===== config.mk =====
export PLATFORM = sky130hd
export DESIGN_NAME = ssc_port
export DESIGN_NICKNAME = d
export VERILOG_FILES = /design/src/verilog/ssc_pkg.sv /design/src/verilog/ssc_port.sv
export VERILOG_INCLUDE_DIRS = /design/src /design/src/verilog
export SDC_FILE = /design/constraint.sdc
export NUM_CORES = 1
export LEC_CHECK = 0
export ABC_AREA = 1
export BUFFER_PORTS_ARGS = -buffer_cell sky130_fd_sc_hd__buf_2
export CAP_MARGIN = 25
export CORE_MARGIN = 2
export CORE_UTILIZATION = 50
export DETAILED_ROUTE_END_ITERATION = 6
export GPL_ROUTABILITY_DRIVEN = 0
export MAX_ROUTING_LAYER = met4
export PLACE_DENSITY_LB_ADDON = 0.1
export SLEW_MARGIN = 25
export SYNTH_ARGS = -nofsm -noshare
export SYNTH_HDL_FRONTEND = slang
export SYNTH_SLANG_ARGS = --single-unit
export TNS_END_PERCENT = 5

===== constraint.sdc =====
create_clock -name MCLK -period 15.9 [get_ports MCLK]
set_input_delay 3.975 -clock MCLK [delete_from_list [all_inputs] [get_ports MCLK]]
set_output_delay 3.975 -clock MCLK [all_outputs]
set_load 0.01 [all_outputs]

===== src/verilog/ssc_params.svh =====
`ifndef SSC_PARAMS_SVH
`define SSC_PARAMS_SVH
// Serial word layout
`define SSC_WORD_W 22
`define SSC_DATA_W 18
`define SSC_ADDR_W 4
`define SSC_ADDR_LSB 0
`define SSC_DATA_LSB 4
// Implemented internal registers 0..8
`define SSC_REG_CNT 9
`define SSC_REG_CFG 4'h0
`define SSC_REG_PWR 4'h2
`define SSC_REG_N_HI 4'h3
`define SSC_REG_N_LO 4'h4
`define SSC_REG_N_IF 4'h5
`define SSC_REG_R_HI 4'h6
`define SSC_REG_R_LO 4'h7
`define SSC_REG_R_IF 4'h8
// Fields
`define SSC_PWR_RF_BIT 0
`define SSC_PWR_IF_BIT 1
`define SSC_IFDIV_LSB 0
`define SSC_IFDIV_W 2
`define SSC_REG_RST 18'h00000
`define SSC_REG2_RST 18'h00003
// Timing
`define SSC_CLK_NS 25
`define SSC_TPUP_NS 200000
// Pin synchroniser: sclk, serial_data_in, serial_enable_n_n, pwdn_n, if clock
`define SSC_PIN_W 5
`define SSC_PIN_RST 5'h04
`define SSC_PIN_SCLK 0
`define SSC_PIN_SDAT 1
`define SSC_PIN_SERIAL_ENABLE_N 2
`define SSC_PIN_PWDN 3
`define SSC_PIN_IFCK 4
// APB map
`define SSC_APB_STATUS 12'h000
`define SSC_APB_SEL 12'h004
`define SSC_APB_DATA 12'h008
`define SSC_APB_COUNT 12'h00C
`define SSC_CNT_W 16
`endif


===== src/verilog/ssc_pkg.sv =====
package ssc_pkg;
   // One-hot choice of the active RF loop
   typedef enum logic [1:0] {
      SSC_BAND_HIGH = 2'b01,
      SSC_BAND_LOW = 2'b10
   } ssc_band_t;
   typedef logic [17:0] ssc_data_t;
   typedef logic [3:0] ssc_addr_t;
   typedef logic [11:0] ssc_paddr_t;
   typedef logic [31:0] ssc_word32_t;
endpackage


===== src/verilog/ssc_port.sv =====
`timescale 1ns/1ps
`default_nettype none
`include "ssc_params.svh"

module ssc_port #(
   parameter int PUP_CYCLES = `SSC_TPUP_NS / `SSC_CLK_NS,
   parameter int NUM_REGS = `SSC_REG_CNT
) (
   input wire logic MCLK,
   input wire logic RST,
   input wire logic SERIAL_CLK,
   input wire logic SERIAL_DATA_IN,
   input wire logic SERIAL_ENABLE_N,
   input wire logic POWER_DOWN_N_PIN,
   input wire logic IF_PLL_CLK,
   input wire logic PSEL,
   input wire logic PENABLE,
   input wire logic PWRITE,
   input wire ssc_pkg::ssc_paddr_t PADDR,
   input wire ssc_pkg::ssc_word32_t PWDATA,
   output ssc_pkg::ssc_word32_t PRDATA,
   output logic PREADY,
   output logic PSLVERR,
   output logic RF_HIGH_BAND_PLL_ACTIVE,
   output logic RF_LOW_BAND_PLL_ACTIVE,
   output logic RF_PLL_ON,
   output logic IF_PLL_ON,
   output logic RF_TUNE_START,
   output logic IF_TUNE_START,
   output logic RF_PLL_READY,
   output logic IF_PLL_READY,
   output logic INTERMEDIATE_FREQ_OUTPUT
);
   import ssc_pkg::*;

   // Tune counter wide enough for the longest settle
   localparam int TW = $clog2(PUP_CYCLES + 1);
   localparam logic [TW-1:0] TUNE_LOAD = TW'(PUP_CYCLES);

   // Three-stage pin pipeline
   logic [`SSC_PIN_W-1:0] s0_r;
   logic [`SSC_PIN_W-1:0] s1_r;
   logic [`SSC_PIN_W-1:0] s2_r;
   // Filtered pin levels and their next values
   logic [`SSC_PIN_W-1:0] filt_r;
   logic [`SSC_PIN_W-1:0] filt_nxt;
   wire [`SSC_PIN_W-1:0] pins_in;

   // Serial shift register
   logic [`SSC_WORD_W-1:0] shift_r;
   // Internal data registers
   ssc_data_t regs_r [NUM_REGS];

   // Active RF loop
   ssc_band_t band_r;
   // Per-loop state: index 0 RF, index 1 IF
   logic [1:0] on_r;
   logic [1:0] on_nxt;
   logic [1:0] start_w;
   logic [1:0] freq_chg;
   logic [1:0] tune_r;
   logic [1:0] ready_r;
   logic [TW-1:0] tcnt_r [2];

   // IF output divider
   logic [2:0] div_r;
   logic [2:0] div_nxt;
   logic intermediate_freq_output_r;

   // Software view
   logic [3:0] sel_r;
   logic [`SSC_CNT_W-1:0] ok_cnt_r;
   logic [`SSC_CNT_W-1:0] bad_cnt_r;
   ssc_word32_t prdata_r;
   logic pready_r;
   logic pslverr_r;

   assign pins_in = {IF_PLL_CLK, POWER_DOWN_N_PIN, SERIAL_ENABLE_N,
                     SERIAL_DATA_IN, SERIAL_CLK};

   // Synchroniser chain; stage 0 feeds stage 1 only
   always_ff @(posedge MCLK or posedge RST) begin
      if (RST) begin
         s0_r <= `SSC_PIN_RST;
         s1_r <= `SSC_PIN_RST;
         s2_r <= `SSC_PIN_RST;
         filt_r <= `SSC_PIN_RST;
      end else begin
         s0_r <= pins_in;
         s1_r <= s0_r;
         s2_r <= s1_r;
         filt_r <= filt_nxt;
      end
   end

   // Accept a level once stages two and three agree
   assign filt_nxt = (~(s1_r ^ s2_r) & s2_r) | ((s1_r ^ s2_r) & filt_r);

   // Edge and level decode of the filtered pins
   wire sclk_rise = filt_nxt[`SSC_PIN_SCLK] & ~filt_r[`SSC_PIN_SCLK];
   wire sdat_lvl = filt_nxt[`SSC_PIN_SDAT];
   wire serial_enable_n_lvl = filt_nxt[`SSC_PIN_SERIAL_ENABLE_N];
   wire serial_enable_n_rise = serial_enable_n_lvl & ~filt_r[`SSC_PIN_SERIAL_ENABLE_N];
   wire pin_lvl = filt_nxt[`SSC_PIN_PWDN];
   wire ifck_rise = filt_nxt[`SSC_PIN_IFCK] & ~filt_r[`SSC_PIN_IFCK];

   // Shift only while the enable is low
   always_ff @(posedge MCLK or posedge RST) begin
      if (RST) begin
         shift_r <= '0;
      end else if (!serial_enable_n_lvl && sclk_rise) begin
         // Oldest bits fall off the top, keeping the last word
         shift_r <= {shift_r[`SSC_WORD_W-2:0], sdat_lvl};
      end
   end

   // Address sits in the last four bits shifted, data ahead of it
   wire ssc_addr_t wr_addr = shift_r[`SSC_ADDR_LSB +: `SSC_ADDR_W];
   wire ssc_data_t wr_data = shift_r[`SSC_DATA_LSB +: `SSC_DATA_W];
   // Word only lands when the address names a real register
   wire addr_ok = int'(wr_addr) < NUM_REGS;
   wire wr_ok = serial_enable_n_rise && addr_ok;
   wire wr_bad = serial_enable_n_rise && !addr_ok;

   // Register decode of the landing word
   wire wr_hi = wr_ok && (wr_addr == `SSC_REG_N_HI || wr_addr == `SSC_REG_R_HI);
   wire wr_lo = wr_ok && (wr_addr == `SSC_REG_N_LO || wr_addr == `SSC_REG_R_LO);
   wire wr_iff = wr_ok && (wr_addr == `SSC_REG_N_IF || wr_addr == `SSC_REG_R_IF);
   wire wr_pwr = wr_ok && (wr_addr == `SSC_REG_PWR);
   wire ssc_data_t pwr_now = wr_pwr ? wr_data : regs_r[`SSC_REG_PWR];

   // One storage process per register entry
   genvar g;
   generate
      for (g = 0; g < NUM_REGS; g++) begin : g_reg
         // Power register comes up with both loops enabled
         localparam ssc_data_t RV = (g == int'(`SSC_REG_PWR)) ?
                                    `SSC_REG2_RST : `SSC_REG_RST;
         always_ff @(posedge MCLK or posedge RST) begin
            if (RST) begin
               regs_r[g] <= RV;
            end else if (wr_ok && wr_addr == 4'(g)) begin
               regs_r[g] <= wr_data;
            end
         end
      end
   endgenerate

   // Last written RF divider picks the active loop
   always_ff @(posedge MCLK or posedge RST) begin
      if (RST) begin
         band_r <= SSC_BAND_HIGH;
      end else if (wr_hi) begin
         band_r <= SSC_BAND_HIGH;
      end else if (wr_lo) begin
         band_r <= SSC_BAND_LOW;
      end
   end

   // Loop power: pin and software bit must both allow it
   // Acting on the agreeing stages keeps shutdown within four clocks
   assign on_nxt[0] = pin_lvl & pwr_now[`SSC_PWR_RF_BIT];
   assign on_nxt[1] = pin_lvl & pwr_now[`SSC_PWR_IF_BIT];
   // Either RF band rewritten counts as a new RF frequency
   assign freq_chg[0] = wr_hi | wr_lo;
   assign freq_chg[1] = wr_iff;

   // Per-loop tuning sequencer
   generate
      for (g = 0; g < 2; g++) begin : g_pll
         // Start on power-up, or on a retune while already up
         assign start_w[g] = on_nxt[g] & (~on_r[g] | freq_chg[g]);
         always_ff @(posedge MCLK or posedge RST) begin
            if (RST) begin
               on_r[g] <= 1'b0;
               tune_r[g] <= 1'b0;
               ready_r[g] <= 1'b0;
               tcnt_r[g] <= '0;
            end else begin
               on_r[g] <= on_nxt[g];
               tune_r[g] <= start_w[g];
               if (!on_nxt[g]) begin
                  // Shutdown abandons any tuning in progress
                  tcnt_r[g] <= '0;
                  ready_r[g] <= 1'b0;
               end else if (start_w[g]) begin
                  tcnt_r[g] <= TUNE_LOAD;
                  ready_r[g] <= 1'b0;
               end else if (tcnt_r[g] != '0) begin
                  tcnt_r[g] <= tcnt_r[g] - 1'b1;
                  ready_r[g] <= (tcnt_r[g] == TW'(1));
               end
            end
         end
      end
   endgenerate

   // IF divider counts sampled oscillator edges
   // Sampling limits the usable oscillator rate to well below MCLK/2
   wire [`SSC_IFDIV_W-1:0] div_sel = regs_r[`SSC_REG_CFG][`SSC_IFDIV_LSB +: `SSC_IFDIV_W];
   assign div_nxt = ifck_rise ? div_r + 3'h1 : div_r;
   wire div_bit = (div_sel == 2'h0) ? filt_nxt[`SSC_PIN_IFCK] :
                  div_nxt[div_sel - 2'h1];

   // Divider state and gated output
   always_ff @(posedge MCLK or posedge RST) begin
      if (RST) begin
         div_r <= '0;
         intermediate_freq_output_r <= 1'b0;
      end else begin
         div_r <= div_nxt;
         // Output held low while the IF loop is off
         intermediate_freq_output_r <= div_bit & on_nxt[1];
      end
   end

   // Latched and discarded word tallies, wrapping
   always_ff @(posedge MCLK or posedge RST) begin
      if (RST) begin
         ok_cnt_r <= '0;
         bad_cnt_r <= '0;
      end else begin
         if (wr_ok) begin
            ok_cnt_r <= ok_cnt_r + 1'b1;
         end
         if (wr_bad) begin
            bad_cnt_r <= bad_cnt_r + 1'b1;
         end
      end
   end

   // APB phases
   wire apb_setup = PSEL & ~PENABLE & ~pready_r;
   wire apb_done = PSEL & PENABLE & pready_r;

   // Address decode
   wire hit_status = PADDR == `SSC_APB_STATUS;
   wire hit_sel = PADDR == `SSC_APB_SEL;
   wire hit_data = PADDR == `SSC_APB_DATA;
   wire hit_count = PADDR == `SSC_APB_COUNT;
   wire apb_hit = hit_status | hit_sel | hit_data | hit_count;

   // Readback of the selected internal register
   wire sel_ok = int'(sel_r) < NUM_REGS;
   wire ssc_data_t sel_data = sel_ok ? regs_r[sel_r] : '0;
   wire ssc_word32_t status_w = {24'h000000, filt_r[`SSC_PIN_SERIAL_ENABLE_N],
                                 filt_r[`SSC_PIN_PWDN], ready_r, on_r,
                                 band_r};
   wire ssc_word32_t rd_mux = hit_status ? status_w :
                              hit_sel ? {28'h0000000, sel_r} :
                              hit_data ? {14'h0000, sel_data} :
                              hit_count ? {bad_cnt_r, ok_cnt_r} : '0;

   // One wait-free access: data and ready leave flops
   always_ff @(posedge MCLK or posedge RST) begin
      if (RST) begin
         pready_r <= 1'b0;
         prdata_r <= '0;
         pslverr_r <= 1'b0;
         sel_r <= '0;
      end else begin
         pready_r <= apb_setup;
         if (apb_setup) begin
            prdata_r <= PWRITE ? '0 : rd_mux;
            // Unmapped address answers with an error
            pslverr_r <= ~apb_hit;
         end else if (apb_done) begin
            prdata_r <= '0;
            pslverr_r <= 1'b0;
         end
         // Only the select word is writable
         if (apb_done && PWRITE && hit_sel) begin
            sel_r <= PWDATA[3:0];
         end
      end
   end

   // Outputs straight from flops
   assign PRDATA = prdata_r;
   assign PREADY = pready_r;
   assign PSLVERR = pslverr_r;
   assign RF_HIGH_BAND_PLL_ACTIVE = band_r[0];
   assign RF_LOW_BAND_PLL_ACTIVE = band_r[1];
   assign RF_PLL_ON = on_r[0];
   assign IF_PLL_ON = on_r[1];
   assign RF_TUNE_START = tune_r[0];
   assign IF_TUNE_START = tune_r[1];
   assign RF_PLL_READY = ready_r[0];
   assign IF_PLL_READY = ready_r[1];
   assign INTERMEDIATE_FREQ_OUTPUT = intermediate_freq_output_r;

endmodule
`default_nettype wire


### Word-level counts from Yosys, hierarchy flattened

Cells that the tools add are included.

| storage, ports and cells | value |
|---|---|
| flip-flop bits (word level) | 312 |
| output and inout bits | 43 |

| operators by class | value |
|---|---|
| $add $sub $neg | 6 |
| magnitude comparators | 4 |
| equality and inequality tests | 15 |
| muxes and demuxes | 32 |
| bitwise logic cells | 32 |
| reductions and logical operators | 29 |

Operators with widths:

| cell | count |
|---|---|
| $mux 32 | 7 |
| $mux 13 | 6 |
| $bmux 18 s4 | 1 |
| $mux 18 | 3 |
| $add 16x1->16 const B | 2 |
| $eq 13x1->1 const B | 2 |
| $reduce_bool 13->1 | 2 |
| $sub 13x1->13 const B | 2 |
| $eq 12x4->1 const B | 2 |
| $logic_and 1x1->1 | 17 |
| $eq 4x3->1 const B | 4 |
| $and 1x1->1 | 12 |
| $eq 12x3->1 const B | 1 |
| $logic_not 12->1 | 1 |
| $and 5x5->5 | 2 |
| $mux 1 | 10 |
| $eq 4x2->1 const B | 2 |
| $lt 4x4->1 const B | 2 |
| $not 1->1 | 8 |
| $mux 2 | 3 |
| $ne 3x1->1 const B | 2 |
| $or 1x1->1 | 6 |
| $ge 5x5->1 const B | 1 |
| $not 4->5 | 1 |
| other kinds (15) | 19 |

### Logic depth before layout (Yosys ltp)

| depth | value |
|---|---|
| word-level depth | 12 |
| gate-level depth with buffers | 12 |
| gate-level depth less buffers | 11 |

### Least setup slack after synthesis

No wires, ideal clock.

| path | value |
|---|---|
| path kind | input port to flip-flop |
| start point | input PADDR[11] |
| end point | register prdata_r[17], in the netlist PRDATA[17] |
| setup time | 0.123 ns |
| arrival time | 5.076 ns |
| data required time | 15.777 ns |
| slack | 10.701 ns |
| stages on the path | 9 |
| path through | nor2_1 -> nand2_1 -> nor2_1 -> buf_4 -> nand3_1 -> nand2_1 -> nor2_1 -> o21ai_0 -> nand2_1 |

| on the way | value |
|---|---|
| word-level cells in the longest chain between the ends | 7 |
| elaborated cells on any way between the ends | 10 |

Ends and longest elaborated chain:

| item | RTL line | source |
|---|---|---|
| start: declaration | ssc_port.sv:19 | `input wire ssc_pkg::ssc_paddr_t PADDR,` |
| $eq 12x4->1 (no source line) | n/a |  |
| $mux 32 | ssc_port.sv:252 | `hit_count ? {bad_cnt_r, ok_cnt_r} : '0;` |
| $mux 32 | ssc_port.sv:251 | `hit_data ? {14'h0000, sel_data} :` |
| $mux 32 | ssc_port.sv:250 | `hit_sel ? {28'h0000000, sel_r} :` |
| $mux 32 * | ssc_port.sv:249 | `wire ssc_word32_t rd_mux = hit_status ? status_w :` |
| $mux 32 * | ssc_port.sv:264 | `prdata_r <= PWRITE ? '0 : rd_mux;` |
| $mux 32 * | ssc_port.sv:263 | `if (apb_setup) begin` |
| end signal: assignment | ssc_port.sv:264 |  |
| end: declaration | ssc_port.sv:74 | `ssc_word32_t prdata_r;` |

Mark *: on every way between the ends. The rest lies on a longest branch, timed or not.
A chain may end at the register's enable or synchronous reset.

### Final worst setup path

Ends and elaborated chain as after synthesis.

==> impl_results.md <==
* RSZ-0062 raised after global routing: false
* Clock Latency Late Sink at between 0.5 and 0.6 ns
* Mapped Avg Cell Area at 8.31 µm²
* Final worst slack at 9.46 ns
* Met3 Wirelength at 1.44 mm
* Number of max-cap violations at 0
* Seq cells post-synth at between 300 and 400
* Multi-input logic area at 0.00562 mm²
* Initial DRT Pass Iterations at 6
* Core Region at roughly 0.028 mm²
* Area leader, netlist: dfrtp_1
* Worst setup SP type: input port
* Port Buf Inserts at 68
* CP Data Required Time at 16.28 ns
* Vias in the first global route at 10,978
* Antenna diodes at 0
* Syn Nets at 1,781
* Uppermost layer routed: met4
* DR WL/cell at 16.2 µm
* Worst vdd ir at around 0.00012 V
* Worst hold path class: flip-flop to flip-flop
* Synth warnings at 0
* Final Cycle Share at roughly two fifths
* DR DRC count at 0
* Reg area at between 0.007 and 0.008 mm²
* Largest net degree at the start of global routing at approximately 90
* Cell area after synthesis at 0.0143 mm²
* Antenna viol nets, final at 0
* Num CTS Buffers at 37
* Setup TNS at 0 ns
* Die H at 173 µm
* Distinct cells, synth at 38
* Register area share after synthesis at 54.8%
* Met2 Wirelength at 16.6 mm
* Synth Instances at 1,717
* Max Clk Rate at 0.155 GHz
* GR Overflow Total at 0
* Root Buffer: clkbuf_16
* DRT met1 WL at around 16 mm
* Post-CTS sizing at 0
* CTS tree: yes
* Clk buf depth at 3
* Post-place instance area at between 0.01 and 0.015 mm²
* Largest cells by area after synthesis: dfrtp_1, nand2_1, o21ai_0
* CP Max Fanout at 16
* Die area at roughly 0.030 mm²
* DPL Wire Length at 20.8 mm
* # Post-CTS Setup Buffers at 0
* Initial DRC Count at 1,081
* Critical Path AT at 6.83 ns
* Hold_buf cts at 0
* Starting Density at about 50%
* Lkg Pwr at 7.55 nW
* H-tree Lvls at 2
* Die Span X at roughly 170 µm
* Hold Vio Cnt, Final at 0
* Final instance area at about 0.016 mm²
* DRT Wirelength at 35.0 mm
* Slew HR at 29.3%
* Share of layout cells above drive strength 1 at 9.56%
* Slew Limit Fails at 0
* Run status: complete, no violations
* Fillers at ~2,600
* Worst slew pin tran at 1.06 ns
* Fin crit period at 6.44 ns
* Gr usage total at 24.7%
* Vias per cell at 5.25
* Worst-path clk slew at 0.05 ns
* Final setup viols at 0
* Crit. End Element: flip-flop
* Pre-CTS setup slack at 8.98 ns
* Layout area overhead at 13.0%
* Layout Nets at 1,826
* Via count at between 10,000 and 15,000
* Setup Skew at 0.0192 ns
* Initial antenna violation count at 0
* Boundary Pins at 97
* Power Density at 119 mW/mm²
* CP Class: input port to flip-flop
* First-pass GRT wire length at 58.2 mm
* Rows at 61
* Synth top area share at 53.5%
* Clock sinks at between 300 and 400
-- routing by layer --
metal  up-vias  global-route usage, %
met5         -                      -
li1       5634                      -
met3        60                   2.86
met2       276                   39.3
met1      5398                   34.1
met4         0                   6.39
-- flip-flops by register name, indices dropped and copies added (netlist names), 2 cells and up --
name	flops
regs_r	160
PRDATA	32
tcnt_r	26
shift_r	22
bad_cnt_r	16
ok_cnt_r	16
filt_r	5
s0_r	5
s1_r	5
s2_r	5
sel_r	4
div_r	3
band_r	2
div_sel	2
-- power breakdown --
part / switching [mW] / internal, mW / leakage [nW]
registers: 0.0338 / 0.839 / 4.27
clock network: 0.325 / 0.521 / 0.596
logic: 0.132 / 0.0594 / 2.68
total: 0.490 / 1.42 / 7.55
-- cells in the mapped netlist --
| cell type | number |
|---|---|
| nand2_1 | 473 |
| dfrtp_1 | 305 |
| o21ai_0 | 262 |
| nor2_1 | 155 |
| inv_1 | 133 |
| nand3_1 | 116 |
| clkbuf_1 | 58 |
| xor2_1 | 44 |
| a21oi_1 | 28 |
| nand4_1 | 25 |
| nor3_1 | 21 |
| buf_2 | 13 |
| o211ai_1 | 13 |
| ha_1 | 10 |
| dfstp_2 | 7 |
| xnor2_1 | 7 |
| inv_2 | 6 |
| nor3_2 | 4 |
| o21bai_1 | 4 |
| buf_1 | 3 |
| maj3_1 | 3 |
| nand2_2 | 3 |
| nor2_4 | 3 |
| a31oi_1 | 2 |
| buf_4 | 2 |
| nand3b_1 | 2 |
| nor2_2 | 2 |
| nor4_1 | 2 |
| o21ai_2 | 2 |
| a31o_2 | 1 |
| and2_1 | 1 |
| clkinv_1 | 1 |
| nand3_2 | 1 |
| nand4_2 | 1 |
| nor3b_1 | 1 |
| nor4_2 | 1 |
| o21ai_1 | 1 |
| or2_2 | 1 |
-- layout make-up --
type / count / area share [%]
Timing Repair Buffer: 82 / 2.81
Clock buffer: 55 / 6.74
Multi-Input combinational cell: 1189 / 34.9
Inverter: 140 / 3.31
Clock inverter: 10 / 0.838
Tap cell: 378 / 2.93
Sequential cell: 312 / 48.5
-- worst max-delay path: stages --
cell and delay (ns):
buf_2 0.10, nor2_1 0.13, nand2_1 0.07, nor2_1 0.66, nand3_1 0.90, inv_1 0.52
nand2_1 0.09, o21ai_0 0.30, nand2_1 0.08
-- path summary, 6_finish.rpt --
kind                                 from         end  slack [ns]  cells after the start
min in group asynchronous             RST  tcnt_r[11]        3.57                      2
max in group asynchronous             RST  PRDATA[29]       10.97                      3
worst max register to register  filt_r[2]  tcnt_r[10]       12.81                      9
worst min register to register    s0_r[4]     s1_r[4]        0.35                      0
worst max-delay path            PADDR[11]  PRDATA[17]        9.46                      9
worst min-delay path              s0_r[4]     s1_r[4]        0.35                      0
-- through the flow --
stage,hold WS [ns],instances,power (mW),utilization (%)
floorplan,0.331,1717,1.02,-
global placement,0.332,2101,1.07,53.3
detailed placement,0.337,2101,1.08,53.3
CTS,0.351,2166,1.93,57.7
global route,0.355,2166,2.00,57.7
finish,0.350,2166,1.91,57.7
-- cell families (layout without fill, tap and decap cells) --
group                    count (synthesis)  after routing  share of synthesized area (%)
buffers and inverters                  216            287                           5.85
adder cells (fa/ha/maj)                 13             13                           1.09
XOR/XNOR                                51             51                           3.13
AND/OR/NAND/NOR                        812            812                           23.7
flip-flops                             312            312                           54.8
AO/OA/AOI/OAI                          313            313                           11.4
-- layout by cell type, fill, tap and decap left out, drive strengths merged --
cell type / n
dfrtp: 305
clkinvlp: 1
o21bai: 4
xnor2: 7
nor3b: 1
nand4: 26
ha: 10
clkinv: 6
dfstp: 7
nor2: 160
nand2: 476
a31oi: 2
o21ai: 265
o211ai: 13
buf: 82
nor3: 25
or2: 1
a31o: 1
nand3: 117
and2: 1
nor4: 3
clkbuf: 55
xor2: 44
bufinv: 3
a21oi: 28
inv: 140
nand3b: 2
maj3: 3
No activity file was read; power rests on OpenSTA's default activity.
